File: src/ddc_link_pkg.sv
/*
 * Shared constants for the down-converter and serial link control bank.
 * Assumes byte-wide registers at their printed offsets on a plain port.
 */
package ddc_link_pkg;
    localparam int ADDR_W = 10;
    localparam logic [9:0] OFS_DDC_CTRL = 10'h200;
    localparam logic [9:0] OFS_LINK_A = 10'h201;
    localparam logic [9:0] OFS_LINK_B = 10'h202;
    localparam logic [9:0] OFS_LINK_DID = 10'h203;
    localparam logic [9:0] OFS_LINK_C = 10'h204;
    localparam logic [7:0] RST_DDC_CTRL = 8'h10;
    localparam logic [7:0] RST_LINK_A = 8'h0f;
    localparam logic [7:0] RST_LINK_B = 8'h00;
    localparam logic [7:0] RST_LINK_DID = 8'h00;
    localparam logic [7:0] RST_LINK_C = 8'h00;
    // Field positions
    localparam int FMT_BIT = 5;
    localparam int BOOST_BIT = 4;
    localparam int SCR_BIT = 7;
    localparam int DDR_BIT = 1;
    localparam int EN_BIT = 0;
    localparam int PLL54_BIT = 7;
    localparam int SYNCSEL_BIT = 6;
    // Decimation mode codes, the transport test pattern code and the zero byte
    localparam logic [3:0] DECIMATION_MODE_BYPASS = 4'h0;
    localparam logic [3:0] DECIMATION_MODE_DEC4 = 4'h2;
    localparam logic [3:0] DECIMATION_MODE_DEC32 = 4'h7;
    localparam logic [3:0] TEST_TRANSPORT = 4'h5;
    localparam logic [7:0] BYTE_ZERO = 8'h00;
endpackage

File: src/ddc_link_if.sv
/*
 * Carrier between the control bank (device end) and its software master.
 * Assumes one clock; both ends share mclk and reset_n.
 */
`timescale 1ns/1ps
interface ddc_link_if;
    logic [9:0] addr;
    logic [7:0] wdata;
    logic wr;
    logic rd;
    logic [7:0] rdata;
    modport dev (input addr, input wdata, input wr, input rd, output rdata);
    modport ctl (output addr, output wdata, output wr, output rd, input rdata);
endinterface

File: src/ddc_link_regs.sv
/*
 * Device end: DDC and serial link control registers with decoded controls.
 * Assumes the master keeps the enable-low discipline for reconfiguration.
 */
`timescale 1ns/1ps
module ddc_link_regs
    import ddc_link_pkg::*;
(
    // Clock and reset
    input wire logic mclk,
    input wire logic reset_n,
    // Register port
    ddc_link_if.dev bus,
    // Decoded controls
    output logic signed_output,
    output logic boost_6db,
    output logic [3:0] decimation_mode,
    output logic mode_reserved,
    output logic scrambler_enable,
    output logic [4:0] frames_per_multiframe_m1,
    output logic double_rate,
    output logic link_reset_n,
    output logic serializer_power,
    output logic link_clock_enable,
    output logic [3:0] link_test_pattern,
    output logic transport_pattern,
    output logic [7:0] link_device_identifier,
    output logic sync_input_select,
    output logic five_fourths_pll_enable,
    output logic [1:0] frame_char_select
);
    logic [7:0] ddc_ctrl_ff;
    logic [7:0] link_a_ff;
    logic [7:0] link_b_ff;
    logic [7:0] did_ff;
    logic [7:0] link_c_ff;
    logic [7:0] rdata_ff;
    logic [7:0] nxt_rdata;

    // Writes are accepted at any time; ordering against enable is software's job
    always_ff @(posedge mclk or negedge reset_n) begin
        if (!reset_n) begin
            ddc_ctrl_ff <= RST_DDC_CTRL;
            link_a_ff <= RST_LINK_A;
            link_b_ff <= RST_LINK_B;
            did_ff <= RST_LINK_DID;
            link_c_ff <= RST_LINK_C;
        end else if (bus.wr) begin
            case (bus.addr)
                OFS_DDC_CTRL: ddc_ctrl_ff <= bus.wdata;
                OFS_LINK_A: link_a_ff <= bus.wdata;
                OFS_LINK_B: link_b_ff <= bus.wdata;
                OFS_LINK_DID: did_ff <= bus.wdata;
                OFS_LINK_C: link_c_ff <= bus.wdata;
                default: ;
            endcase
        end
    end

    always_comb begin
        case (bus.addr)
            OFS_DDC_CTRL: nxt_rdata = ddc_ctrl_ff;
            OFS_LINK_A: nxt_rdata = link_a_ff;
            OFS_LINK_B: nxt_rdata = link_b_ff;
            OFS_LINK_DID: nxt_rdata = did_ff;
            OFS_LINK_C: nxt_rdata = link_c_ff;
            default: nxt_rdata = BYTE_ZERO;
        endcase
    end

    // Read data valid only in the cycle after the strobe
    always_ff @(posedge mclk or negedge reset_n) begin
        if (!reset_n) begin
            rdata_ff <= BYTE_ZERO;
        end else if (bus.rd) begin
            rdata_ff <= nxt_rdata;
        end else begin
            rdata_ff <= BYTE_ZERO;
        end
    end
    assign bus.rdata = rdata_ff;

    // Decimating modes force signed regardless of format bit
    assign signed_output = (decimation_mode == DECIMATION_MODE_BYPASS) ?
        ddc_ctrl_ff[FMT_BIT] : 1'b1;
    assign boost_6db = ddc_ctrl_ff[BOOST_BIT];
    assign decimation_mode = ddc_ctrl_ff[3:0];
    assign mode_reserved = (decimation_mode != DECIMATION_MODE_BYPASS) &&
        ((decimation_mode < DECIMATION_MODE_DEC4) || (decimation_mode > DECIMATION_MODE_DEC32));
    assign scrambler_enable = link_a_ff[SCR_BIT];
    assign frames_per_multiframe_m1 = link_a_ff[6:2];
    assign double_rate = link_a_ff[DDR_BIT];
    // Disabled link: reset, serializers off, clocks gated
    assign link_reset_n = link_a_ff[EN_BIT];
    assign serializer_power = link_a_ff[EN_BIT];
    assign link_clock_enable = link_a_ff[EN_BIT];
    assign link_test_pattern = link_b_ff[3:0];
    assign transport_pattern = (link_b_ff[3:0] == TEST_TRANSPORT);
    assign link_device_identifier = did_ff;
    assign sync_input_select = link_b_ff[SYNCSEL_BIT];
    assign five_fourths_pll_enable = link_b_ff[PLL54_BIT];
    assign frame_char_select = link_c_ff[1:0];
endmodule

File: src/flat_wrapper.sv
// flat-port wrapper written by rule: the top's interface ports become plain ports
module ddc_link_regs_flat import ddc_link_pkg::*;
  (mclk, reset_n, signed_output, boost_6db, decimation_mode, mode_reserved, scrambler_enable, frames_per_multiframe_m1, double_rate, link_reset_n, serializer_power, link_clock_enable, link_test_pattern, transport_pattern, link_device_identifier, sync_input_select, five_fourths_pll_enable, frame_char_select, bus_addr, bus_wdata, bus_wr, bus_rd, bus_rdata);
  ddc_link_if bus_i ();
  input wire logic mclk;
  input wire logic reset_n;
  output logic signed_output;
  output logic boost_6db;
  output logic [3:0] decimation_mode;
  output logic mode_reserved;
  output logic scrambler_enable;
  output logic [4:0] frames_per_multiframe_m1;
  output logic double_rate;
  output logic link_reset_n;
  output logic serializer_power;
  output logic link_clock_enable;
  output logic [3:0] link_test_pattern;
  output logic transport_pattern;
  output logic [7:0] link_device_identifier;
  output logic sync_input_select;
  output logic five_fourths_pll_enable;
  output logic [1:0] frame_char_select;
  input wire logic [$bits(bus_i.addr)-1:0] bus_addr;
  input wire logic [$bits(bus_i.wdata)-1:0] bus_wdata;
  input wire logic [$bits(bus_i.wr)-1:0] bus_wr;
  input wire logic [$bits(bus_i.rd)-1:0] bus_rd;
  output wire logic [$bits(bus_i.rdata)-1:0] bus_rdata;
  assign bus_i.addr = bus_addr;
  assign bus_i.wdata = bus_wdata;
  assign bus_i.wr = bus_wr;
  assign bus_i.rd = bus_rd;
  assign bus_rdata = bus_i.rdata;
  ddc_link_regs u_core (.mclk(mclk), .reset_n(reset_n), .bus(bus_i), .signed_output(signed_output), .boost_6db(boost_6db), .decimation_mode(decimation_mode), .mode_reserved(mode_reserved), .scrambler_enable(scrambler_enable), .frames_per_multiframe_m1(frames_per_multiframe_m1), .double_rate(double_rate), .link_reset_n(link_reset_n), .serializer_power(serializer_power), .link_clock_enable(link_clock_enable), .link_test_pattern(link_test_pattern), .transport_pattern(transport_pattern), .link_device_identifier(link_device_identifier), .sync_input_select(sync_input_select), .five_fourths_pll_enable(five_fourths_pll_enable), .frame_char_select(frame_char_select));
endmodule
File: config.mk
export PLATFORM = sky130hd
export DESIGN_NAME = ddc_link_regs_flat
export DESIGN_NICKNAME = d
export VERILOG_FILES = /design/src/ddc_link_pkg.sv /design/src/ddc_link_if.sv /design/src/ddc_link_regs.sv /design/src/flat_wrapper.sv
export SDC_FILE = /design/constraint.sdc
export NUM_CORES = 1
export LEC_CHECK = 0
export BUFFER_PORTS_ARGS = -buffer_cell sky130_fd_sc_hd__buf_2
export CAP_MARGIN = 20
export CELL_PAD_IN_SITES_DETAIL_PLACEMENT = 1
export CELL_PAD_IN_SITES_GLOBAL_PLACEMENT = 1
export CORE_UTILIZATION = 28
export CTS_CLUSTER_DIAMETER = 200
export DETAILED_ROUTE_END_ITERATION = 10
export PLACE_DENSITY_LB_ADDON = 0.08
export SYNTH_ARGS = -nofsm -noshare
export SYNTH_HDL_FRONTEND = slang
export SYNTH_SLANG_ARGS = --single-unit
File: constraint.sdc
create_clock -name mclk -period 1.3 [get_ports mclk]
set_input_delay 0.195 -clock mclk [delete_from_list [all_inputs] [get_ports mclk]]
set_output_delay 0.195 -clock mclk [all_outputs]
set_load 0.01 [all_outputs]
==> impl_results.md, run 1 <==
* Clock Latency Late Sink at 0.30 ns
* Design area at 2960 µm²
* Max cap viols at 0
* Crit path launch type: input pin
* Critical Path RT at 1.49 ns
* CTS tree: done
* Max-slew violations at 0
* CTS H-tree depth at 2
* Setup Skew at 0.00296 ns
* Layout fillers at 874
* TritonCTS Buffers at 5
* Int Pwr at 0.00204 W
* Initial antenna violation count at 0
* Count of different cell masters after synthesis at 25
* Synth area leader: dfrtp_1
* Place WS at -0.498 ns
* Worst-margin pin slew at 0.665 ns
* Io pins at 64
* Pin count of the biggest net entering global routing at 18
* Global route total overflow at 0
* Status: finished with violations
* DRT antenna net count at 0
* # rows at 32
* Hold path start: bus_wdata[7]
* DR vias/cell at 4.72
* Post-Syn Nets at 206
* Pleak at 1.55 nW
* R2r endpoint: u_core.bus.rdata[0]
* Critical Path End Type: flop
* Area Growth Syn to Fin at 33.3%
* Gate power share at 8.3%
* Sequential Power Share at 56.6%
* Vias at 1742
* Flop2flop setup slack at 0.10 ns
* Post-Route WL at 6510 µm
* Initial core utilization at 28.9%
* Met2 GRT Util at 26.9%
* Peak supply drop at 0.415 mV
* Rel. slew slack at 55.6%
* Die ar. at 8300 µm²
* Pre-antenna DRT Iters at 4
* Syn avg cell area at 12.1 µm²
* Post-synthesis sequential area ratio at 54.3%
* Total GRT Usage at 16.7%
* Clk buf depth at 2
* Largest cells by area after synthesis: dfrtp_1, mux2_2, dfstp_2
* R2R depth at 4
* CP Max Fanout at 6
* Failing checks: negative setup slack
* Final Hold Viols at 0
* CTS Root Cell: clkbuf_8
* Placer Congestion at 0.671
* Register Area at 1210 µm²
* Synthesized flop and latch total at 48
* Vias in the first global route at 1821
* RR Startpoint: u_core.ddc_ctrl_ff[0]
* Sw Share at 24.5%
* Dpl cell area at 2760 µm²
* DP HPWL at 4710 µm
* Wire per inst at 17.6 µm
* Finished Core Util at 38.5%
* Share of cells above drive strength 1 at 57.3%
* Met3 track demand over resource at 3.10%
* Post-synth top area share at 48.4%
* Critical path type: input pin to flop
* Pwr Density at 911 nW/µm²
* Clock transition at path regs at 0.09 ns
* Final setup margin at -0.127 ns
* Multi-input logic area at 955 µm²
* Ys Warns at 0
* Clock power share at 35.1%
* WHS Endpoint: u_core.link_a_ff[7]
* Net Sw Power at 0.000662 W
* IO Port Bufs at 63
* Core footprint at 7690 µm²
* Die Wd at 91.1 µm
* First-pass GRT wire length at 10400 µm
* Detailed Route Iter0 Violations at 40
* RSZ-0062 raised after global routing: true
* Fin crit share at 110%
* Met1 Use GR at 23.2%
* Synthesized area at 2220 µm²
* Min Hold Slack at 0.193 ns
* CTS sink cnt at 48
* Synth Instances at 184
* Antenna diodes at 0
* Worst hold path type: input pin to flop
* Die H at 91.1 µm
* Fmax at 701 MHz
* Final number of setup-violating endpoints at 49
* Layout Nets at 288
* Gr busiest metal: met2
* Minimum clock period at 1.43 ns
* Hold path cells at 2
* Drt drc at 0
* Worst Path Arrival at 1.62 ns
* Pwr Total at 0.00270 W
==> sequential cells by signal (all words and copies together), names as in the netlist <==
register and cells:
u_core.link_c_ff 8, u_core.ddc_ctrl_ff 8, u_core.link_b_ff 8, u_core.bus.rdata 8, u_core.link_device_identifier 8, u_core.link_a_ff 8
==> cells by family after synthesis <==
kind of cell	share of synthesized area [%]
buf+inv	4.90
compound gates	4.62
simple gates	12.3
flops	54.3
mux	23.9
==> critical path, cell delays in order <==
cell      delay [ns]
buf_6           0.09
or4b_4          0.58
nor2_4          0.16
nand4b_1        0.14
buf_4           0.19
mux2_2          0.27
==> layout by cell type (no fill, tap or decap) <==
cell type	instances
a21o_1	1
dfrtp_2	1
nand2b_1	1
clkbuf_8	6
nand4_1	2
nor2_1	9
and2_1	6
o21ai_0	9
buf_2	62
a31oi_2	1
and2_0	2
nor2b_1	2
mux2i_1	8
dfstp_2	5
mux2_2	39
or3_1	1
nand2_1	18
nor2_4	1
nand3_1	2
mux2_4	1
clkinv_2	2
a31oi_1	7
dfrtp_1	42
buf_12	2
nor4_4	1
buf_4	23
nand4b_1	2
nor3_2	2
nor2_2	1
buf_6	4
nor4_2	1
or4b_4	1
dlygate4sd3_1	1
nor4bb_1	1
==> how the worst max path moves through the flow <==
| stage | slack (ns) | cells after the start | to | start |
|---|---|---|---|---|
| final | -0.13 | 6 | u_core.link_b_ff[5] | bus_addr[6] |
| after global routing | -0.18 | 6 | u_core.link_device_identifier[7] | bus_addr[6] |
| after CTS | -0.14 | 6 | u_core.link_device_identifier[7] | bus_addr[6] |
| after detailed placement | -0.50 | 6 | u_core.bus.rdata[0] | bus_addr[6] |
| after global placement | -0.49 | 6 | u_core.link_device_identifier[6] | bus_addr[6] |
| after floorplan | -0.41 | 4 | u_core.link_c_ff[0] | bus_addr[6] |
==> per-stage QoR <==
step                      cells  TNS (ns)
after floorplan             184    -17.71
after global placement      354    -21.23
after detailed placement    354    -22.35
after CTS                   368     -5.08
after global routing        369     -7.12
final                       369     -4.53
==> metal layers <==
metal	wire length, µm	share of wire (%)	vias to the layer above
met3	268	4.1	4
met1	3070	47	892
met5	0	0	-
met2	3120	48	42
li1	-	-	804
met4	46	0.71	0
==> final cells by class <==
class / count / area share (%)
flip-flops and latches: 48 / 40.8
well taps: 102 / 4.31
multi-input cells: 119 / 32.2
clock inverters: 2 / 0.338
repair buffers: 92 / 19.5
clock buffers: 6 / 2.79
==> power groups by stage <==
| stage | clock (W) | sequential [W] | combinational, W |
|---|---|---|---|
| 6_report | 0.000947 | 0.00153 | 0.000223 |
| 3_5_place_dp | 0 | 0.00156 | 0.000216 |
| 2_1_floorplan | 0 | 0.00156 | 0.0000736 |
| 5_1_grt | 0.00104 | 0.00153 | 0.000248 |
| 3_3_place_gp | 0 | 0.00156 | 0.000214 |
| 4_1_cts | 0.000979 | 0.00153 | 0.000226 |
==> repair_timing <==
item	4_1_cts	5_1_grt
gates cloned	0	0
gates resized for setup	6	5
pin swaps	6	7
hold endpoints to repair	14	0
hold buffers	1	0
buffers inserted	5	1
setup endpoints to repair	51	51
==> Yosys cell counts (all sizes together) <==
master	count
nand4b	2
dfrtp	43
nor2	11
nor3	2
mux2i	8
nand4	2
or4b	1
nand2	18
a31oi	8
dfstp	5
or3	1
nor4	2
mux2	40
buf	13
nor4bb	1
nand2b	1
nor2b	2
a21o	1
clkbuf	4
and2	8
o21ai	9
nand3	2
Power figures use the tool's default switching activity.
==> run 2, diff against run 1 <==
- SETUP_SLACK_MARGIN: unset -> 0.2
==> impl_results.md, run 2 (synthesis gave the netlist of run 1 again) <==
* Vias in the first global route at 1870 (+2.7%)
* Int Pwr at 0.00205 W (+0.65%)
* DR vias/cell at 4.70 (-0.36%)
* Clock transition at path regs at 0.09 ns (about the same)
* Register Area at 1210 µm² (unchanged)
* Detailed Route Iter0 Violations at 48 (+20%)
* Crit path launch type: input pin
* Max cap viols at 0 (unchanged)
* Slowest-stage cell, CP: or4b_4
* Final Hold Viols at 0 (unchanged)
* Total GRT Usage at 17.1% (+0.34 points)
* Vias at 1778 (+2.1%)
* Wire per inst at 17.5 µm (-0.61%)
* Gate power share at 8.9% (+0.6 points)
* Clock Latency Late Sink at 0.30 ns (about the same)
* Clock power share at 34.7% (-0.4 points)
* Worst Path Arrival at 1.62 ns (about the same)
* Post-Route WL at 6630 µm (+1.8%)
* Sw Share at 24.3% (-0.21 points)
* Pwr Total at 0.00271 W (+0.37%)
* Final setup margin at -0.128 ns (-0.000841 ns)
* Die ar. at 8300 µm² (unchanged)
* Flop2flop setup slack at 0.08 ns (-0.02 ns)
* Max-slew violations at 0 (unchanged)
* CTS tree: done
* Initial core utilization at 28.9% (unchanged)
* DRT antenna net count at 0 (unchanged)
* Layout Nets at 297 (+3.1%)
* WP buf/inv at 2 (unchanged)
* Placer Congestion at 0.671 (unchanged)
* Rel. slew slack at 53.0% (-2.6 points)
* Core footprint at 7690 µm² (unchanged)
* Minimum clock period at 1.43 ns (+0.000841 ns)
* Pwr Density at 864 nW/µm² (-5.1%)
* Layout fillers at 870 (-0.46%)
* CTS H-tree depth at 2 (unchanged)
* Initial antenna violation count at 0 (unchanged)
* CTS sink cnt at 48 (unchanged)
* DP HPWL at 4710 µm (unchanged)
* Crit-path leading delay family: simple AND/OR/NAND/NOR gates
* Sequential Power Share at 56.4% (-0.2 points)
* Largest stage delay on the critical path at 0.58 ns (about the same)
* Critical path type: input pin to flop
* Die H at 91.1 µm (unchanged)
* CP Max Fanout at 8 (+2)
* # rows at 32 (unchanged)
* Worst hold path type: input pin to flop
* First-pass GRT wire length at 10700 µm (+2.5%)
* RSZ-0062 raised after global routing: true
* Fmax at 700 MHz (about the same)
* Pre-antenna DRT Iters at 3 (-1)
* IO Port Bufs at 63 (unchanged)
* Setup Skew at 0.00210 ns (-0.000856 ns)
* Dpl cell area at 2760 µm² (unchanged)
* Critical Path RT at 1.49 ns (about the same)
* Io pins at 64 (unchanged)
* Die Wd at 91.1 µm (unchanged)
* Worst-path cell chain: buf_6 -> or4b_4 -> nor2_4 -> nand4_1 -> buf_6 -> mux2_4
* Drt drc at 0 (unchanged)
* Net Sw Power at 0.000658 W (-0.47%)
* Pleak at 1.61 nW (+3.9%)
* Global route total overflow at 0 (unchanged)
* Antenna diodes at 0 (unchanged)
* Most used cells in the layout excluding fill and tap cells: buf_2, dfrtp_1, mux2_2
* Most common cell after layout, fill and taps aside: buf_2
* Place WS at -0.498 ns (unchanged)
* Peak supply drop at 0.414 mV (-0.19%)
* Clk buf depth at 2 (unchanged)
* Failing checks: negative setup slack
* TritonCTS Buffers at 5 (unchanged)
* Final number of setup-violating endpoints at 49 (unchanged)
* Status: finished with violations
* Share of cells above drive strength 1 at 58.7% (+1.4 points)
* Design area at 3130 µm² (+5.8%)
* Critical Path End Type: flop
* Worst-margin pin slew at 0.703 ns (+0.0386 ns)
* Multi-input logic area at 955 µm² (unchanged)
* Area Growth Syn to Fin at 41.0%
* Pin count of the biggest net entering global routing at 18 (unchanged)
* Fin crit share at 110% (about the same)
* CTS Root Cell: clkbuf_8
* Critical Path Most Common Cell: buf_6
[run 2: cell types whose count changed in the layout (fill, tap and decap cells not counted)]
cell,previous run,this run
buf_2,62,49
buf_4,23,26
buf_6,4,23
[run 2: per-stage QoR]
| stage | cells | hold slack (ns) | setup TNS, ns | util [%] |
|---|---|---|---|---|
| CTS | 373 | 0.193 | -5.10 | 39.5 |
| finish | 378 | 0.196 | -4.78 | 40.8 |
| global route | 378 | 0.196 | -7.18 | 40.8 |
| detailed placement | 354 | 0.184 | -22.35 | 36.0 |
| floorplan | 184 | -0.101 | -17.71 | - |
| global placement | 354 | 0.180 | -21.23 | 36.0 |
[run 2: timing repair]
item	CTS	global route
hold buffers	1	0
endpoints found under the hold margin	14	0
pin swaps	6	8
resized for setup	18	12
buffers inserted	10	5
setup endpoints to repair	61	68
[run 2: routing by layer]
| metal | vias to the layer above | part of all wire (%) | global-route usage, % | routed length [µm] |
|---|---|---|---|---|
| li1 | 824 | - | - | - |
| met1 | 908 | 48 | 23.5 | 3170 |
| met2 | 41 | 48 | 27.7 | 3160 |
| met3 | 5 | 3.7 | 3.10 | 248 |
| met4 | 0 | 0.77 | 4.23 | 51 |
| met5 | - | 0 | 0 | 0 |
[run 2: layout make-up]
class                   instances  area share, %
clock buffers                   6           2.64
flip-flops and latches         48           38.6
repair buffers                101           23.9
clock inverters                 2          0.319
multi-input cells             119           30.5
well taps                     102           4.07
[run 2: path summary, 6_finish.rpt]
path | start | to | cells past startpoint
min reg2reg | u_core.link_c_ff[7] | u_core.link_c_ff[7] | 1
min | bus_wdata[7] | u_core.link_a_ff[7] | 2
max | bus_addr[6] | u_core.link_c_ff[3] | 6
min in group asynchronous | reset_n | u_core.link_device_identifier[7] | 2
max reg2reg | u_core.link_a_ff[0] | u_core.bus.rdata[0] | 4
max in group asynchronous | reset_n | u_core.link_a_ff[1] | 3
[run 2: power groups by stage]
stage,sequential (W),clock [W],combinational [W]
6_report,0.00153,0.000940,0.000240
5_1_grt,0.00153,0.00104,0.000265
4_1_cts,0.00153,0.000979,0.000236
3_5_place_dp,0.00156,0,0.000216
3_3_place_gp,0.00156,0,0.000214
2_1_floorplan,0.00156,0,0.0000736
